### src/e1_tx_pkg.sv
// constants for the e1 transmit encoder and pulse shaper
// assumes a 200 MHz register clock and a 2.048 MHz framer clock
package e1_tx_pkg;
  // timing
  localparam int unsigned CLK_PS            = 5000;
  localparam int unsigned TX_CLK_KHZ        = 2048;
  localparam int unsigned UI_PS             = 1000000000 / TX_CLK_KHZ;
  localparam int unsigned SUBPHASES         = 16;
  localparam int unsigned SUB_CYCLES_RAW    = UI_PS / (SUBPHASES * CLK_PS);
  localparam int unsigned SUB_CYCLES        = (SUB_CYCLES_RAW < 1) ? 1 : SUB_CYCLES_RAW;
  localparam int unsigned LOSS_LIMIT_CYCLES = 70;
  localparam int unsigned UI_COUNT          = 4;
  // register word indices, byte address is index times four
  localparam logic [7:0] IDX_TX_CONFIG_ZERO       = 8'h04;
  localparam logic [7:0] IDX_TX_CONFIG_ONE        = 8'h05;
  localparam logic [7:0] IDX_TX_AMPLITUDE_SCALE   = 8'h06;
  localparam logic [7:0] IDX_WAVE_RAM_CONTROL     = 8'h07;
  localparam logic [7:0] IDX_WAVE_RAM_DATA        = 8'h08;
  localparam logic [7:0] IDX_INTERRUPT_MASK_ONE   = 8'h14;
  localparam logic [7:0] IDX_INTERRUPT_STATUS_ONE = 8'h19;
  // tx_config_zero fields
  localparam int unsigned CFG0_LINE_MODE_BIT = 0;
  localparam int unsigned CFG0_RAIL_BIT      = 1;
  localparam int unsigned CFG0_EDGE_BIT      = 2;
  localparam int unsigned CFG0_INVERT_BIT    = 3;
  // wave_ram_control fields
  localparam int unsigned CTRL_ADDR_W  = 6;
  localparam int unsigned CTRL_RW_BIT  = 6;
  localparam int unsigned CTRL_DONE_BIT = 7;
  // interrupt bits
  localparam int unsigned INT_CLK_LOSS_BIT = 0;
  localparam int unsigned INT_OVERFLOW_BIT = 1;
  // amplitude scaling, gain = scale * SCALE_MUL / 2**SCALE_SHIFT
  localparam logic [5:0] SCALE_RESET = 6'h21;
  localparam int unsigned SCALE_MUL   = 31;
  localparam int unsigned SCALE_SHIFT = 10;
  localparam int unsigned MAG_MAX     = 63;
  // pulse select codes
  localparam logic [3:0] PULSE_SELECT_75  = 4'h0;
  localparam logic [3:0] PULSE_SELECT_120 = 4'h1;
  localparam logic [1:0] PULSE_SELECT_ARB = 2'h3;
  // preset templates
  localparam logic [6:0] TPL75_EDGE  = 7'h0C;
  localparam logic [6:0] TPL75_FLAT  = 7'h30;
  localparam logic [6:0] TPL120_EDGE = 7'h0F;
  localparam logic [6:0] TPL120_FLAT = 7'h3C;
  localparam logic [3:0] TPL_EDGE_IDX   = 4'h3;
  localparam logic [3:0] TPL_FLAT_FIRST = 4'h4;
  localparam logic [3:0] TPL_FLAT_LAST  = 4'hB;
  // line symbols {positive, negative}
  localparam logic [1:0] SYM_SPACE = 2'h0;
  localparam logic [1:0] SYM_NEG   = 2'h1;
  localparam logic [1:0] SYM_POS   = 2'h2;
endpackage

### src/e1_transmit_encoder_shaper.sv
// e1 transmit channel: data sampling, hdb3/ami encoding, pulse shaping, ahb-lite registers
// assumes framer clock and data arrive asynchronously; pin straps are quasi-static
`timescale 1ns/1ps
module e1_transmit_encoder_shaper #(
  parameter int unsigned LOSS_LIMIT = e1_tx_pkg::LOSS_LIMIT_CYCLES,
  parameter int unsigned SUB_CYCLES = e1_tx_pkg::SUB_CYCLES
) (
  // clock and reset
  input  wire logic        hclk,
  input  wire logic        hresetn,
  // ahb-lite slave
  input  wire logic        hsel,
  input  wire logic [31:0] haddr,
  input  wire logic [1:0]  htrans,
  input  wire logic        hwrite,
  input  wire logic [2:0]  hsize,
  input  wire logic [31:0] hwdata,
  input  wire logic        hready,
  output logic             hreadyout,
  output logic             hresp,
  output logic [31:0]      hrdata,
  // framer side
  input  wire logic        tx_clock_in,
  input  wire logic        tx_data_pos_rail,
  input  wire logic        tx_data_neg_rail,
  // control straps
  input  wire logic        sw_control_mode,
  input  wire logic [1:0]  path_mode_pins,
  input  wire logic [3:0]  pulse_select_pins,
  // line side
  output logic [1:0]       tx_line_outputs,
  output logic [6:0]       dac_sample,
  output logic             irq
);
  localparam int unsigned PIN_W  = 10;
  localparam int unsigned LOSS_W = $clog2(LOSS_LIMIT + 2);
  localparam int unsigned SUB_W  = $clog2(SUB_CYCLES + 1);
  localparam int unsigned UIS    = e1_tx_pkg::UI_COUNT;

  // pin synchronisers
  logic [PIN_W-1:0] pin_async;
  logic [PIN_W-1:0] pin_meta_reg;
  logic [PIN_W-1:0] pin_sync_reg;
  logic             clk_s;
  logic             pos_s;
  logic             neg_s;
  logic             sw_s;
  logic [1:0]       path_s;
  logic [3:0]       psel_pins_s;
  logic             clk_prev_reg;

  assign pin_async = {tx_clock_in, tx_data_pos_rail, tx_data_neg_rail, sw_control_mode,
                      path_mode_pins, pulse_select_pins};

  always_ff @(posedge hclk or negedge hresetn)
  begin
    if (!hresetn)
    begin
      pin_meta_reg <= '0;
      pin_sync_reg <= '0;
      clk_prev_reg <= 1'b0;
    end
    else
    begin
      pin_meta_reg <= pin_async;
      pin_sync_reg <= pin_meta_reg;
      clk_prev_reg <= clk_s;
    end
  end

  assign clk_s       = pin_sync_reg[9];
  assign pos_s       = pin_sync_reg[8];
  assign neg_s       = pin_sync_reg[7];
  assign sw_s        = pin_sync_reg[6];
  assign path_s      = pin_sync_reg[5:4];
  assign psel_pins_s = pin_sync_reg[3:0];

  // registers
  logic [7:0] cfg0_reg;
  logic [7:0] cfg1_reg;
  logic [5:0] scale_reg;
  logic [7:0] ctrl_reg;
  logic [6:0] wdata_reg;
  logic [7:0] mask_reg;
  logic [1:0] status_reg;

  // effective configuration
  logic       rail_dual;
  logic       ami_mode;
  logic       edge_rise;
  logic       invert;
  logic [3:0] psel;
  logic       arb_mode;

  assign rail_dual = sw_s ? cfg0_reg[e1_tx_pkg::CFG0_RAIL_BIT] : path_s[1];
  assign ami_mode  = sw_s ? cfg0_reg[e1_tx_pkg::CFG0_LINE_MODE_BIT] : path_s[0];
  assign edge_rise = sw_s & cfg0_reg[e1_tx_pkg::CFG0_EDGE_BIT];
  assign invert    = sw_s & cfg0_reg[e1_tx_pkg::CFG0_INVERT_BIT];
  assign psel      = sw_s ? cfg1_reg[3:0] : psel_pins_s;
  assign arb_mode  = (psel[3:2] == e1_tx_pkg::PULSE_SELECT_ARB);

  // clock edges and data sampling
  logic clk_rise;
  logic clk_fall;
  logic any_edge;
  logic sample_strobe;
  logic data_p;
  logic data_n;

  assign clk_rise      = clk_s & ~clk_prev_reg;
  assign clk_fall      = ~clk_s & clk_prev_reg;
  assign any_edge      = clk_rise | clk_fall;
  assign sample_strobe = edge_rise ? clk_rise : clk_fall;
  assign data_p        = pos_s ^ invert;
  assign data_n        = neg_s ^ invert;

  // transmit clock loss
  logic [LOSS_W-1:0] loss_cnt_reg;
  logic              loss_event;

  assign loss_event = (loss_cnt_reg == LOSS_W'(LOSS_LIMIT)) & ~any_edge;

  always_ff @(posedge hclk or negedge hresetn)
  begin
    if (!hresetn)
      loss_cnt_reg <= '0;
    else if (any_edge)
      loss_cnt_reg <= '0;
    else if (loss_cnt_reg != LOSS_W'(LOSS_LIMIT + 1))
      loss_cnt_reg <= loss_cnt_reg + 1'b1;
  end

  // hdb3 / ami encoder, four interval look-ahead
  logic [3:0] mark_reg;
  logic [3:0] viol_reg;
  logic       parity_reg;
  logic       last_pol_reg;
  logic       zero_run;
  logic [1:0] enc_sym;
  logic [1:0] sym_next;

  assign zero_run = ~data_p & ~ami_mode & (mark_reg[2:0] == 3'h0) & (viol_reg[2:0] == 3'h0);

  always_ff @(posedge hclk or negedge hresetn)
  begin
    if (!hresetn)
    begin
      mark_reg   <= '0;
      viol_reg   <= '0;
      parity_reg <= 1'b0;
    end
    else if (sample_strobe && !rail_dual)
    begin
      mark_reg <= {mark_reg[2:0], data_p};
      viol_reg <= {viol_reg[2:0], zero_run};
      if (zero_run)
      begin
        parity_reg <= 1'b0;
        if (!parity_reg)
          mark_reg[3] <= 1'b1;
      end
      else if (data_p)
        parity_reg <= ~parity_reg;
    end
  end

  always_comb
  begin
    if (viol_reg[3])
      enc_sym = last_pol_reg ? e1_tx_pkg::SYM_POS : e1_tx_pkg::SYM_NEG;
    else if (mark_reg[3])
      enc_sym = last_pol_reg ? e1_tx_pkg::SYM_NEG : e1_tx_pkg::SYM_POS;
    else
      enc_sym = e1_tx_pkg::SYM_SPACE;
  end

  always_ff @(posedge hclk or negedge hresetn)
  begin
    if (!hresetn)
      last_pol_reg <= 1'b0;
    else if (sample_strobe && !rail_dual && mark_reg[3] && !viol_reg[3])
      last_pol_reg <= ~last_pol_reg;
  end

  assign sym_next = rail_dual ? {data_n & ~data_p, data_p & ~data_n} : enc_sym;

  // symbol history and sub-phase timing
  logic [1:0]       sym_hist_reg [UIS];
  logic [SUB_W-1:0] sub_cnt_reg;
  logic [3:0]       sub_idx_reg;

  always_ff @(posedge hclk or negedge hresetn)
  begin
    if (!hresetn)
    begin
      for (int i = 0; i < UIS; i++)
        sym_hist_reg[i] <= e1_tx_pkg::SYM_SPACE;
      tx_line_outputs <= e1_tx_pkg::SYM_SPACE;
    end
    else if (sample_strobe)
    begin
      sym_hist_reg[0] <= sym_next;
      for (int i = 1; i < UIS; i++)
        sym_hist_reg[i] <= sym_hist_reg[i-1];
      tx_line_outputs <= sym_next;
    end
  end

  always_ff @(posedge hclk or negedge hresetn)
  begin
    if (!hresetn)
    begin
      sub_cnt_reg <= '0;
      sub_idx_reg <= '0;
    end
    else if (sample_strobe)
    begin
      sub_cnt_reg <= '0;
      sub_idx_reg <= '0;
    end
    else if (sub_cnt_reg == SUB_W'(SUB_CYCLES - 1))
    begin
      sub_cnt_reg <= '0;
      if (sub_idx_reg != 4'hF)
        sub_idx_reg <= sub_idx_reg + 1'b1;
    end
    else
      sub_cnt_reg <= sub_cnt_reg + 1'b1;
  end

  // waveform memory and preset templates
  logic [6:0] wave_ram [2**e1_tx_pkg::CTRL_ADDR_W];

  function automatic logic [6:0] rom_sample(input logic [3:0] sel, input logic [3:0] idx);
    logic is120;
    is120 = (sel == e1_tx_pkg::PULSE_SELECT_120);
    if (idx == e1_tx_pkg::TPL_EDGE_IDX)
      rom_sample = is120 ? e1_tx_pkg::TPL120_EDGE : e1_tx_pkg::TPL75_EDGE;
    else if (idx >= e1_tx_pkg::TPL_FLAT_FIRST && idx <= e1_tx_pkg::TPL_FLAT_LAST)
      rom_sample = is120 ? e1_tx_pkg::TPL120_FLAT : e1_tx_pkg::TPL75_FLAT;
    else
      rom_sample = 7'h00;
  endfunction

  function automatic logic signed [8:0] contrib(input logic [6:0] w, input logic [1:0] sym);
    logic signed [8:0] mag;
    mag = $signed({3'b000, w[5:0]});
    if (w[6])
      mag = -mag;
    if (sym == e1_tx_pkg::SYM_POS)
      contrib = mag;
    else if (sym == e1_tx_pkg::SYM_NEG)
      contrib = -mag;
    else
      contrib = '0;
  endfunction

  logic [6:0]        ui_word    [UIS];
  logic signed [8:0] ui_contrib [UIS];

  for (genvar k = 0; k < UIS; k++)
  begin : g_ui
    if (k == 0)
    begin : g_first
      assign ui_word[k] = arb_mode ? wave_ram[{2'(k), sub_idx_reg}]
                                   : rom_sample(psel, sub_idx_reg);
    end
    else
    begin : g_rest
      assign ui_word[k] = arb_mode ? wave_ram[{2'(k), sub_idx_reg}] : 7'h00;
    end
    assign ui_contrib[k] = contrib(ui_word[k], sym_hist_reg[k]);
  end

  // summing, scaling and saturation
  logic signed [8:0]  wave_sum;
  logic signed [22:0] scaled;
  logic signed [22:0] limited;
  logic               ovf_now;
  logic [6:0]         dac_next;

  assign wave_sum = ui_contrib[0] + ui_contrib[1] + ui_contrib[2] + ui_contrib[3];

  always_comb
  begin
    if (arb_mode)
      scaled = (23'(wave_sum) * $signed({1'b0, scale_reg}) * $signed(7'(e1_tx_pkg::SCALE_MUL)))
               >>> e1_tx_pkg::SCALE_SHIFT;
    else
      scaled = 23'(wave_sum);
    ovf_now = 1'b0;
    limited = scaled;
    if (scaled > $signed(23'(e1_tx_pkg::MAG_MAX)))
    begin
      limited = $signed(23'(e1_tx_pkg::MAG_MAX));
      ovf_now = 1'b1;
    end
    else if (scaled < -$signed(23'(e1_tx_pkg::MAG_MAX)))
    begin
      limited = -$signed(23'(e1_tx_pkg::MAG_MAX));
      ovf_now = 1'b1;
    end
    if (limited < 0)
      dac_next = {1'b1, 6'(-limited)};
    else
      dac_next = {1'b0, 6'(limited)};
  end

  always_ff @(posedge hclk or negedge hresetn)
  begin
    if (!hresetn)
      dac_sample <= 7'h00;
    else
      dac_sample <= dac_next;
  end

  // ahb-lite slave, writes with no wait, reads with one wait state
  logic       take;
  logic       wr_pend_reg;
  logic       rd_wait_reg;
  logic [7:0] dp_idx_reg;
  logic       dp_mapped_reg;
  logic       wr_en;
  logic [7:0] wr_byte;
  logic [7:0] rd_byte;
  logic       status_read;

  assign take        = hsel & htrans[1] & hready;
  assign hreadyout   = ~rd_wait_reg;
  assign hresp       = 1'b0;
  assign wr_en       = wr_pend_reg & dp_mapped_reg;
  assign wr_byte     = hwdata[7:0];
  assign status_read = rd_wait_reg & dp_mapped_reg & (dp_idx_reg == e1_tx_pkg::IDX_INTERRUPT_STATUS_ONE);

  always_ff @(posedge hclk or negedge hresetn)
  begin
    if (!hresetn)
    begin
      wr_pend_reg   <= 1'b0;
      rd_wait_reg   <= 1'b0;
      dp_idx_reg    <= 8'h00;
      dp_mapped_reg <= 1'b0;
    end
    else
    begin
      wr_pend_reg <= take & hwrite;
      rd_wait_reg <= take & ~hwrite;
      if (take)
      begin
        dp_idx_reg    <= haddr[9:2];
        dp_mapped_reg <= (haddr[31:10] == 22'h00_0000) & (haddr[1:0] == 2'h0);
      end
    end
  end

  always_comb
  begin
    if (!dp_mapped_reg)
      rd_byte = 8'h00;
    else if (dp_idx_reg == e1_tx_pkg::IDX_TX_CONFIG_ZERO)
      rd_byte = cfg0_reg;
    else if (dp_idx_reg == e1_tx_pkg::IDX_TX_CONFIG_ONE)
      rd_byte = cfg1_reg;
    else if (dp_idx_reg == e1_tx_pkg::IDX_TX_AMPLITUDE_SCALE)
      rd_byte = {2'h0, scale_reg};
    else if (dp_idx_reg == e1_tx_pkg::IDX_WAVE_RAM_CONTROL)
      rd_byte = ctrl_reg;
    else if (dp_idx_reg == e1_tx_pkg::IDX_WAVE_RAM_DATA)
      rd_byte = {1'b0, wdata_reg};
    else if (dp_idx_reg == e1_tx_pkg::IDX_INTERRUPT_MASK_ONE)
      rd_byte = mask_reg;
    else if (dp_idx_reg == e1_tx_pkg::IDX_INTERRUPT_STATUS_ONE)
      rd_byte = {6'h00, status_reg};
    else
      rd_byte = 8'h00;
  end

  always_ff @(posedge hclk or negedge hresetn)
  begin
    if (!hresetn)
      hrdata <= 32'h0000_0000;
    else if (rd_wait_reg)
      hrdata <= {24'h00_0000, rd_byte};
  end

  always_ff @(posedge hclk or negedge hresetn)
  begin
    if (!hresetn)
    begin
      cfg0_reg  <= 8'h00;
      cfg1_reg  <= 8'h00;
      scale_reg <= e1_tx_pkg::SCALE_RESET;
      mask_reg  <= 8'h00;
    end
    else if (wr_en)
    begin
      if (dp_idx_reg == e1_tx_pkg::IDX_TX_CONFIG_ZERO)
        cfg0_reg <= wr_byte;
      else if (dp_idx_reg == e1_tx_pkg::IDX_TX_CONFIG_ONE)
        cfg1_reg <= wr_byte;
      else if (dp_idx_reg == e1_tx_pkg::IDX_TX_AMPLITUDE_SCALE)
        scale_reg <= wr_byte[5:0];
      else if (dp_idx_reg == e1_tx_pkg::IDX_INTERRUPT_MASK_ONE)
        mask_reg <= wr_byte;
    end
  end

  // waveform ram access, done stands one cycle while the access runs
  logic [5:0] ram_addr;

  assign ram_addr = ctrl_reg[e1_tx_pkg::CTRL_ADDR_W-1:0];

  always_ff @(posedge hclk or negedge hresetn)
  begin
    if (!hresetn)
      ctrl_reg <= 8'h00;
    else if (wr_en && dp_idx_reg == e1_tx_pkg::IDX_WAVE_RAM_CONTROL)
      ctrl_reg <= wr_byte;
    else if (ctrl_reg[e1_tx_pkg::CTRL_DONE_BIT])
      ctrl_reg[e1_tx_pkg::CTRL_DONE_BIT] <= 1'b0;
  end

  always_ff @(posedge hclk or negedge hresetn)
  begin
    if (!hresetn)
      wdata_reg <= 7'h00;
    else if (ctrl_reg[e1_tx_pkg::CTRL_DONE_BIT] && ctrl_reg[e1_tx_pkg::CTRL_RW_BIT])
    begin
      if (arb_mode)
        wdata_reg <= wave_ram[ram_addr];
      else if (ram_addr[5:4] == 2'h0)
        wdata_reg <= rom_sample(psel, ram_addr[3:0]);
      else
        wdata_reg <= 7'h00;
    end
    else if (wr_en && dp_idx_reg == e1_tx_pkg::IDX_WAVE_RAM_DATA)
      wdata_reg <= wr_byte[6:0];
  end

  always_ff @(posedge hclk)
  begin
    if (ctrl_reg[e1_tx_pkg::CTRL_DONE_BIT] && !ctrl_reg[e1_tx_pkg::CTRL_RW_BIT])
      wave_ram[ram_addr] <= wdata_reg;
  end

  // sticky status, cleared by read, a new event wins over the clear
  logic [1:0] events;

  assign events = {ovf_now, loss_event};

  always_ff @(posedge hclk or negedge hresetn)
  begin
    if (!hresetn)
    begin
      status_reg <= 2'h0;
      irq        <= 1'b0;
    end
    else
    begin
      status_reg <= (status_read ? 2'h0 : status_reg) | events;
      irq        <= |(status_reg & mask_reg[1:0]);
    end
  end

  // checks
  a_loss_flag_set: assert property (
    @(posedge hclk) disable iff (!hresetn)
    loss_event |=> status_reg[e1_tx_pkg::INT_CLK_LOSS_BIT] && loss_cnt_reg == LOSS_W'(LOSS_LIMIT + 1))
    else $error("clock loss not flagged after idle limit");

  a_loss_irq_gate: assert property (
    @(posedge hclk) disable iff (!hresetn)
    (status_reg[e1_tx_pkg::INT_CLK_LOSS_BIT] && mask_reg[e1_tx_pkg::INT_CLK_LOSS_BIT]) |=> irq)
    else $error("enabled clock loss did not raise irq");

  a_edge_select: assert property (
    @(posedge hclk) disable iff (!hresetn)
    (sample_strobe && sw_s) |-> (cfg0_reg[e1_tx_pkg::CFG0_EDGE_BIT] ? (clk_s && !clk_prev_reg)
                                                                     : (!clk_s && clk_prev_reg)))
    else $error("data sampled on wrong clock edge");

  a_pin_edge: assert property (
    @(posedge hclk) disable iff (!hresetn)
    (sample_strobe && !sw_s) |-> (!clk_s && clk_prev_reg && !invert))
    else $error("pin control did not use falling edge, active high");

  a_dual_rail_map: assert property (
    @(posedge hclk) disable iff (!hresetn)
    (sample_strobe && rail_dual && (pos_s ^ invert) && !(neg_s ^ invert))
      |=> tx_line_outputs == e1_tx_pkg::SYM_NEG)
    else $error("dual rail positive input did not give negative pulse");

  a_ram_write: assert property (
    @(posedge hclk) disable iff (!hresetn)
    (ctrl_reg[e1_tx_pkg::CTRL_DONE_BIT] && !ctrl_reg[e1_tx_pkg::CTRL_RW_BIT])
      |=> wave_ram[$past(ram_addr)] == $past(wdata_reg))
    else $error("waveform ram write lost");

  a_done_clears: assert property (
    @(posedge hclk) disable iff (!hresetn)
    $rose(ctrl_reg[e1_tx_pkg::CTRL_DONE_BIT]) |=> !ctrl_reg[e1_tx_pkg::CTRL_DONE_BIT])
    else $error("done bit did not clear after access");

  a_overflow_flag: assert property (
    @(posedge hclk) disable iff (!hresetn)
    ovf_now |=> status_reg[e1_tx_pkg::INT_OVERFLOW_BIT] ##1 (irq == mask_reg[e1_tx_pkg::INT_OVERFLOW_BIT]
                                                            || status_reg[e1_tx_pkg::INT_CLK_LOSS_BIT]))
    else $error("overflow not flagged or irq gating wrong");

  a_preset_unscaled: assert property (
    @(posedge hclk) disable iff (!hresetn)
    !arb_mode |=> dac_sample[5:0] <= 6'(e1_tx_pkg::TPL120_FLAT))
    else $error("preset template amplitude was scaled");

  a_scale_reset: assert property (
    @(posedge hclk) disable iff (!hresetn)
    $rose(hresetn) |-> scale_reg == e1_tx_pkg::SCALE_RESET)
    else $error("scale field reset value wrong");
endmodule

### config.mk
export PLATFORM = sky130hd
export DESIGN_NAME = e1_transmit_encoder_shaper
export DESIGN_NICKNAME = d
export VERILOG_FILES = /design/src/e1_tx_pkg.sv /design/src/e1_transmit_encoder_shaper.sv
export SDC_FILE = /design/constraint.sdc
export NUM_CORES = 1
export LEC_CHECK = 0
export ABC_CLOCK_PERIOD_IN_PS = 15100
export BUFFER_PORTS_ARGS = -buffer_cell sky130_fd_sc_hd__clkbuf_2
export CELL_PAD_IN_SITES_DETAIL_PLACEMENT = 0
export CELL_PAD_IN_SITES_GLOBAL_PLACEMENT = 2
export CORE_MARGIN = 3
export CORE_UTILIZATION = 40
export CTS_CLUSTER_SIZE = 25
export DETAILED_ROUTE_END_ITERATION = 7
export PLACE_DENSITY_LB_ADDON = 0.1
export SLEW_MARGIN = 20
export SYNTH_ARGS = -nofsm -noshare
export SYNTH_HDL_FRONTEND = slang
export SYNTH_SLANG_ARGS = --single-unit
### constraint.sdc
create_clock -name hclk -period 15.1 [get_ports hclk]
set_input_delay 0.755 -clock hclk [delete_from_list [all_inputs] [get_ports hclk]]
set_output_delay 0.755 -clock hclk [all_outputs]
set_load 0.01 [all_outputs]
==> After elaboration in Yosys (flattened, before gate mapping) <==
Memories as Yosys holds them, arrays and structs flattened.
Cells that the tools add are included.
{ "word_totals": {"ff_bits": 127, "latchBits": 0, "mem_bits_rw": 448, "romBits": 0, "in_bits": 84, "output_inout_bits": 44, "word_cells": 206, "n_memories": 1} }
{ "op_classes": {"addsub": 15, "multipliers": 2, "n_div": 0, "magnitude_cmp": 7, "eq_ne": 23, "n_shift": 0, "muxes": 64, "bitwise_logic": 36, "n_reduce_logical": 29} }
{ "mem_list": {"columns": ["memory", "depth", "width", "read_ports", "rd_ports_with_merged_regs", "wr", "line_no", "source"], "rows": [
  ["wave_ram", 64, 7, 5, 0, 1, "e1_transmit_encoder_shaper.sv:232", "logic [6:0] wave_ram [2**e1_tx_pkg::CTRL_ADDR_W];"]
]} }
{ "ops": {"columns": ["cell", "count"], "rows": [
  ["9-bit 2-to-1 mux", 12],
  ["7-bit 2-to-1 mux", 13],
  ["23-bit 2-to-1 mux", 3],
  ["8-bit 2-to-1 mux", 7],
  ["6-bit negator with 9-bit output", 4],
  ["9-bit negator", 4],
  ["8-bit by 3-bit equality test with 1-bit output, second input constant", 4],
  ["9-bit adder", 3],
  ["23-bit by 7-bit greater-than comparator with 1-bit output, second input constant", 1],
  ["23-bit by 1-bit < comparator with 1-bit output, second input constant", 1],
  ["23-bit by 7-bit < comparator with 1-bit output, second input constant", 1],
  ["22-bit logical NOT", 1],
  ["16-bit by 6-bit multiplier with 22-bit output, second input constant", 1],
  ["4-bit 2-to-1 mux", 5],
  ["1-bit bitwise AND", 18],
  ["8-bit by 5-bit equality test with 1-bit output, second input constant", 2],
  ["9-bit by 7-bit multiplier with 16-bit output", 1],
  ["2-bit 2-to-1 mux", 8],
  ["1-bit inverter", 13],
  ["1-bit 2-to-1 mux", 12],
  ["6-bit 2-to-1 mux", 2],
  ["2-bit equality test, second input constant", 5],
  ["2-bit nonzero test", 5],
  ["1-bit logical AND", 9],
  ["other kinds (27)", 41]
]} }

==> Depth between registers and ports, before layout <==
Gate-level depths: netlist of run 1.
{ "logic_depth": {"word_depth": 22, "depth_mapped": 76, "ltp_nobuf": 70} }

==> Worst setup path before layout of run 1 <==
Ideal clock, no wire load.
{ "synth_timing": {"path_type": "reg2reg", "start": "register pin_sync_reg[6]", "end": "register dac_sample[4]", "setup_time_ns": 0.131, "arrival_ns": 16.057, "required_time_ns": 14.969, "setup_slack_ns": -1.089, "stages_incl_launch_ff": 72, "path_cell_list": "dfrtp_1 > buf_2 > and3b_1 > a31o_2 > clkbuf_1 > clkbuf_1 > clkbuf_1 > clkbuf_1 > nand2_1 > ha_1 > or4_1 > a21o_1 > a21oi_1 > nand2b_1 > a32oi_1 > fa_1 > inv_1 > fa_1 > (+36 left out) > ha_1 > or4_1 > or3_1 > o21ai_0 > o21ai_0 > o21ai_0 > nor2_1 > a31oi_1 > o21ai_0 > a221o_1 > nand4_1 > ha_1 > clkbuf_1 > o21a_1 > ha_1 > nor2b_1 > a2111oi_0 > o21ai_1"} }
{ "synth_via": {"elab_chain_len": 22} }
{ "synth_rtl": {"columns": ["item", "line_no", "source"], "rows": [
  ["start, declared", "e1_transmit_encoder_shaper.sv:43", "logic [PIN_W-1:0] pin_sync_reg;"],
  ["start signal, assigned", "e1_transmit_encoder_shaper.sv:66", "pin_sync_reg <= pin_meta_reg;"],
  ["4-bit 2-to-1 mux (*)", "e1_transmit_encoder_shaper.sv:99", "assign psel = sw_s ? cfg1_reg[3:0] : psel_pins_s;"],
  ["4-bit by 1-bit equality test with 1-bit output", "e1_transmit_encoder_shaper.sv:236", "is120 = (sel == e1_tx_pkg::PULSE_SELECT_120);"],
  ["4-bit 2-to-1 mux", "e1_transmit_encoder_shaper.sv:240", "rom_sample = is120 ? e1_tx_pkg::TPL120_FLAT : e1_tx_pkg::TPL75_FLAT;"],
  ["6-bit 2-to-1 mux", "e1_transmit_encoder_shaper.sv:239", "else if (idx >= e1_tx_pkg::TPL_FLAT_FIRST && idx <= e1_tx_pkg::TPL_FLAT_LAST)"],
  ["6-bit 2-to-1 mux", "e1_transmit_encoder_shaper.sv:237", "if (idx == e1_tx_pkg::TPL_EDGE_IDX)"],
  ["7-bit 2-to-1 mux", "e1_transmit_encoder_shaper.sv:265", "assign ui_word[k] = arb_mode ? wave_ram[{2'(k), sub_idx_reg}]"],
  ["6-bit negator with 9-bit output", "e1_transmit_encoder_shaper.sv:249", "mag = -mag;"],
  ["9-bit 2-to-1 mux", "e1_transmit_encoder_shaper.sv:248", "if (w[6])"],
  ["(+7 left out)", null, null],
  ["16-bit by 6-bit multiplier with 22-bit output", "e1_transmit_encoder_shaper.sv:287", "scaled = (23'(wave_sum) * $signed({1'b0, scale_reg}) * $signed(7'(e1_tx_pkg::SCALE_MUL)))"],
  ["23-bit 2-to-1 mux (*)", "e1_transmit_encoder_shaper.sv:286", "if (arb_mode)"],
  ["23-bit by 7-bit < comparator with 1-bit output", "e1_transmit_encoder_shaper.sv:298", "else if (scaled < -$signed(23'(e1_tx_pkg::MAG_MAX)))"],
  ["23-bit 2-to-1 mux", "e1_transmit_encoder_shaper.sv:298", null],
  ["23-bit 2-to-1 mux (*)", "e1_transmit_encoder_shaper.sv:293", "if (scaled > $signed(23'(e1_tx_pkg::MAG_MAX)))"],
  ["23-bit by 1-bit < comparator with 1-bit output or 6-bit negator (tied branches)", "e1_transmit_encoder_shaper.sv:303, e1_transmit_encoder_shaper.sv:304", null],
  ["7-bit 2-to-1 mux (*)", "e1_transmit_encoder_shaper.sv:303", "if (limited < 0)"],
  ["via dac_next[4]", "e1_transmit_encoder_shaper.sv:280", "logic [6:0] dac_next;"],
  ["end signal, assigned", "e1_transmit_encoder_shaper.sv:314", "dac_sample <= dac_next;"],
  ["end, declared", "e1_transmit_encoder_shaper.sv:32", "output logic [6:0] dac_sample,"]
]} }
The timed path passes the listed nets; every way through them passes the cells marked *.
A chain may end at the register's enable or synchronous reset.

==> Worst setup path after layout of run 1 <==
{ "layout_timing": {"start": "register sub_idx_reg[0]", "end": "register dac_sample[4]"} }
{ "layout_via": {"elab_chain_len": 21} }
{ "layout_rtl": {"columns": ["item", "line_no", "source"], "rows": [
  ["start, declared", "e1_transmit_encoder_shaper.sv:190", "logic [3:0] sub_idx_reg;"],
  ["start signal, assigned", "e1_transmit_encoder_shaper.sv:225", "sub_idx_reg <= sub_idx_reg + 1'b1;"],
  ["4-bit by 3-bit >= comparator with 1-bit output or 4-bit <= comparator (tied branches)", "e1_transmit_encoder_shaper.sv:239", null],
  ["1-bit logical AND", "e1_transmit_encoder_shaper.sv:239", null],
  ["6-bit 2-to-1 mux", "e1_transmit_encoder_shaper.sv:239", null],
  ["6-bit 2-to-1 mux", "e1_transmit_encoder_shaper.sv:237", null],
  ["7-bit 2-to-1 mux", "e1_transmit_encoder_shaper.sv:265", null],
  ["6-bit negator with 9-bit output", "e1_transmit_encoder_shaper.sv:249", null],
  ["9-bit 2-to-1 mux", "e1_transmit_encoder_shaper.sv:248", null],
  ["9-bit negator", "e1_transmit_encoder_shaper.sv:253", "contrib = -mag;"],
  ["(+6 left out)", null, null],
  ["16-bit by 6-bit multiplier with 22-bit output", "e1_transmit_encoder_shaper.sv:287", null],
  ["23-bit 2-to-1 mux (*)", "e1_transmit_encoder_shaper.sv:286", null],
  ["23-bit by 7-bit < comparator with 1-bit output", "e1_transmit_encoder_shaper.sv:298", null],
  ["23-bit 2-to-1 mux", "e1_transmit_encoder_shaper.sv:298", null],
  ["23-bit 2-to-1 mux (*)", "e1_transmit_encoder_shaper.sv:293", null],
  ["23-bit by 1-bit < comparator with 1-bit output or 6-bit negator (tied branches)", "e1_transmit_encoder_shaper.sv:303, e1_transmit_encoder_shaper.sv:304", null],
  ["7-bit 2-to-1 mux (*)", "e1_transmit_encoder_shaper.sv:303", null],
  ["via dac_next[4]", "e1_transmit_encoder_shaper.sv:280", null]
]} }
Marked as above.

==> summary.txt, run 1 <==
Congestion Overflow GR - 0
Fraction of layout cells with a size suffix above 1 - 27.0%
Post-synthesis register bit count - 575
Pin count of the biggest net entering global routing - 77
Gp weighted congestion - 0.878
Setup repair after global routing missed its margin - true
CP Max Fanout - 8
Syn_area_per_cell - 12.6 um2
Max-cap violations - 0
Mapped Area - 0.0328 mm2
Fmax - 67.1 MHz
Final core occ - 48.5%
CTS tree - yes
Num CTS Buffers - 66
Startpoint Class - flop
Fin Setup TNS - 0 ps
First-pass GRT wire length - 160 mm
Row cnt - 104
Die Y - 292 um
Total Routing Usage GR - 25.4%
Drt pass-1 iters - 5
Crit-path most repeated cell - fa_1
Worst Skew - 64.7 ps
Ys async rst share - 22.1%
Crit path setup slack, layout - 201 ps
Slew @ Worst Pin - 1100 ps
CP peak stage delay - 600 ps
Initial antenna violation count - 0
Vias in the first global route - 24.1k
Most frequent cells in the layout - 448 x edfxtp_1, 283 x buf_4, 193 x nand2_1
Final Hold Vio Count - 0
Slew Limit Fails - 0
Initial core utilization - 40.6%
Sequential area share after synthesis - 50.7%
Critical path origin - sub_idx_reg[0]$_DFFE_PN0P_
Placed cell areas - 0.0361 mm2
Max FFs per register - 448
Clock latency on the worst-skew pair - 630 ps
Most common cell after layout, fill and taps aside - edfxtp_1
Post-synth EDFFs - 448
Post-DP HPWL - 76.0 mm
Synth Warn # - 0
Vias - 23.9k
Final setup fails - 0
Critical Path Sink Type - flop
Class of the worst hold path - in2async
Pre-CTS setup slack - -209 ps
CTS Buffer Depth - 3
H-Tree Level Count - 3
Routed wire length per instance - 27.2 um
Detailed router's first-iteration violation count - 2424
Clock Pin Slew Worst Setup and Hold Paths - 60 ps
Post-route cell area - 0.0393 mm2
Critical Path RT - 15550 ps
Clock Sinks - 575
Reg2Reg Depth - 66
Die area - 0.0855 mm2
Root Buffer - clkbuf_16
Period utilization - 98.7%
Worst path slowest cell - mux4_2
CP arrival - 15350 ps
Via density - 5.94
Antenna Nets Post-Route - 0
Rel. slew slack - 25.7%
Cells after synthesis - 2615
RR Startpoint - sub_idx_reg[0]$_DFFE_PN0P_
DRC Markers - 0
Library cells used by synthesis - 88
Area delta synth->final - 19.6%
IO Pins - 128
Antenna diode count - 0
Die width - 292 um
Ys flop type - edfxtp_1
Fin nets - 3185
Routed Wire Length - 109 mm
Status - complete, no violations
Classification of the worst setup path - reg2reg
Core Footprint - 0.0809 mm2
I/O Buffers - 74
Post-layout min period - 14900 ps
## layer usage
layer / wire length [um] / GRT usage, % / vias to the layer above
met2: 52300 / 41.6 / 1023
met1: 44600 / 33.9 / 12300
met4: 4510 / 10.2 / 0
met3: 8110 / 3.97 / 221
met5: 0 / 0 / -
li1: - / - / 10400
## final timing paths
kind                                              to  slack (ps)
max                          dac_sample[4]$_DFF_PN0_         200
min                            ctrl_reg[7]$_DFF_PN0_          90
max reg2reg                  dac_sample[4]$_DFF_PN0_         200
min reg2reg                pin_sync_reg[9]$_DFF_PN0_         350
max in group asynchronous    dac_sample[5]$_DFF_PN0_       13650
min in group hclk          pin_meta_reg[3]$_DFF_PN0_         250
## layout make-up
class | instances | area (um2)
clock inverter | 36 | 448
clock buffer | 84 | 1790
inverter | 175 | 662
multi-input combinational | 1722 | 15500
fill | 7317 | 41700
timing repair buffer | 376 | 2870
tap | 1060 | 1330
sequential | 575 | 16700
## Yosys cell counts, drive strengths merged (18+ instances only)
cell type	n	area, um2
dfrtp	125	3130
nor2	175	657
xor2	26	228
xnor2	52	470
a22o	33	289
buf	84	509
nor2b	25	156
nand2b	19	119
inv	174	653
nor4	20	140
nand3	59	295
mux2	65	732
mux4	124	2790
a31oi	35	219
fa	90	1800
and2	55	347
ha	95	1190
clkbuf	83	312
nand2	196	736
o21ai	94	470
a221oi	55	482
nor3	18	95.1
edfxtp	448	13500
a21oi	91	455
mux2i	61	611
a22oi	102	766
## worst max-delay path, delay by kind of cell, from the launching register on
family / cells / cell delay (ps)
muxes: 3 / 1240
and+or+nand+nor: 13 / 2460
adders and majority gates: 14 / 5330
DFF: 1 / 540
xor gates and xnor gates: 5 / 690
AOI/OAI and AO/OA: 17 / 3110
buffers and inverters: 14 / 1320
## per-stage QoR
step | hold WS [ps] | cells
finish | 90.6 | 4028
global route | 107 | 4028
CTS | 74.2 | 4009
detailed placement | 336 | 3880
global placement | 344 | 3880
floorplan | 331 | 2639
## timing repair
| item | 4_1_cts | 5_1_grt |
|---|---|---|
| endpoints found under the setup margin | 3 | 8 |
| pin swaps | 6 | 73 |
| cloned | 2 | 1 |
| setup buffers | 7 | 18 |
| gates resized for setup | 25 | 115 |
| hold buffers | 0 | 0 |
## cells by family (layout without fill, tap and decap cells)
group	Yosys count	in the layout	share of synthesized area [%]
and+or+nand+nor	637	637	9.23
DFF	575	575	50.7
AOI/OAI and AO/OA	547	547	11.8
buffers and inverters	342	671	4.50
muxes	250	250	12.6
adders and majority gates	185	185	9.11
xor gates and xnor gates	78	78	2.13
other	1	25	0.0114
Power of run 1 is left out: the tool's default activity adds up to more than one toggle a clock period on the data nets, which glitch-free logic cannot reach.
==> run 2, diff against run 1 <==
ABC_CLOCK_PERIOD_IN_PS = 13800   (was 15100)
RECOVER_POWER = 100   (was unset)
clock period = 13.8 ns   (was 15.1 ns; I/O delays follow)
==> summary.txt, run 2 (synthesis gave the netlist of run 1 again) <==
Worst path slowest cell - mux4_2
Drt pass-1 iters - 6
Fmax - 68.5 MHz
Clock latency on the worst-skew pair - 630 ps
Detailed router's first-iteration violation count - 2355
Die width - 292 um
Worst Skew - 37.2 ps
CTS tree - yes
Antenna diode count - 0
Max FFs per register - 448
Core Footprint - 0.0809 mm2
Routed Wire Length - 110 mm
Slew @ Worst Pin - 4630 ps
Number of fill cells - 7197
Clock Sinks - 575
Critical Path RT - 14280 ps
Setup repair after global routing missed its margin - true
Most common cell after layout, fill and taps aside - edfxtp_1
CP Max Fanout - 6
Total Routing Usage GR - 25.6%
Fraction of layout cells with a size suffix above 1 - 28.9%
Crit-path most repeated cell - fa_1
Pin count of the biggest net entering global routing - 88
Congestion Overflow GR - 0
Final setup fails - 8
Period utilization - 106%
Via density - 5.81
Post-layout min period - 14610 ps
Classification of the worst setup path - reg2reg
Failing checks - max-capacitance violations, max-slew violations, negative setup slack
Cts-stage hold buffer count - 0
Gp weighted congestion - 0.892
Most frequent cells in the layout - 448 x edfxtp_1, 410 x buf_4, 192 x nand2_1
Root Buffer - clkbuf_16
I/O Buffers - 74
Clock Pin Slew Worst Setup and Hold Paths - 60 ps
Initial antenna violation count - 2
Post-DP HPWL - 76.8 mm
Final Hold Vio Count - 0
Die Y - 292 um
Crit path setup slack, layout - -807 ps
CP peak stage delay - 570 ps
Fin Setup TNS - -3630 ps
Rel. slew slack - -209%
IO Pins - 128
Vias - 24.3k
Min Hold Slack - 169 ps
Die area - 0.0855 mm2
Class of the worst hold path - in2reg
H-Tree Level Count - 3
First-pass GRT wire length - 163 mm
Num CTS Buffers - 68
DRC Markers - 0
Area delta synth->final - 23.0%
Initial core utilization - 40.6%
Status - complete, but fails checks
Pre-CTS setup slack - -1020 ps
Critical Path Sink Type - flop
Routed wire length per instance - 26.3 um
Row cnt - 104
Fin nets - 3340
CP arrival - 15090 ps
Startpoint Class - flop
Slew Limit Fails - 932
Antenna Nets Post-Route - 0
Vias in the first global route - 24.9k
CTS Buffer Depth - 3
Max-cap violations - 23
==> run 2: path summary, 6_finish.rpt <==
path | cells past startpoint | slack, ps | to | start
worst max-delay path | 63 | -810 | dac_sample[4]$_DFF_PN0_ | sub_idx_reg[0]$_DFFE_PN0P_
worst min-delay path | 1 | 170 | pin_meta_reg[6]$_DFF_PN0_ | sw_control_mode
worst max register to register | 63 | -810 | dac_sample[4]$_DFF_PN0_ | sub_idx_reg[0]$_DFFE_PN0P_
worst min register to register | 0 | 340 | pin_sync_reg[1]$_DFF_PN0_ | pin_meta_reg[1]$_DFF_PN0_
max in group asynchronous | 2 | 7940 | sub_idx_reg[2]$_DFFE_PN0P_ | hresetn
min in group asynchronous | 1 | 1720 | pin_meta_reg[6]$_DFF_PN0_ | hresetn
==> run 2: final cells by class <==
type | count | area, um2 | area share [%]
clock buffer | 81 | 1820 | 4.51
inverter | 175 | 672 | 1.66
timing repair buffer | 529 | 3930 | 9.72
clock inverter | 42 | 556 | 1.38
sequential | 575 | 16700 | 41.2
multi-input combinational | 1722 | 15400 | 38.2
tap | 1060 | 1330 | 3.29
==> run 2: what timing repair did <==
item | 4_1_cts | 5_1_grt
setup buffers | 26 | 12
setup endpoints to repair | 8 | 8
gates resized for setup | 48 | 47
pin swaps | 45 | 40
gates cloned | 1 | 0
==> run 2: metrics by stage <==
| stage | utilization, % | instance area (um2) | instances |
|---|---|---|---|
| after floorplan | - | 33300 | 2639 |
| after detailed placement | 46.2 | 37400 | 4023 |
| after CTS | 49.7 | 40200 | 4173 |
| final | 49.9 | 40400 | 4184 |
| after global routing | 49.9 | 40400 | 4184 |
| after global placement | 46.2 | 37400 | 4023 |
==> run 2: worst max-delay path, delay by kind of cell, from the launching register on <==
family | cells | cell delay (ps)
muxes | 2 | 1060
and+or+nand+nor | 11 | 2310
buffers and inverters | 11 | 980
adders and majority gates | 13 | 5080
DFF | 1 | 430
xor gates and xnor gates | 7 | 1160
AOI/OAI and AO/OA | 19 | 3420
==> run 2: routing by layer <==
layer	track usage, %	up-vias	wire length [um]
met5	0	-	13
met4	9.10	2	4850
met3	4.74	259	7900
met2	42.6	1022	52500
met1	33.8	12300	45000
li1	-	10800	-
Power of run 2 is left out for the same reason.
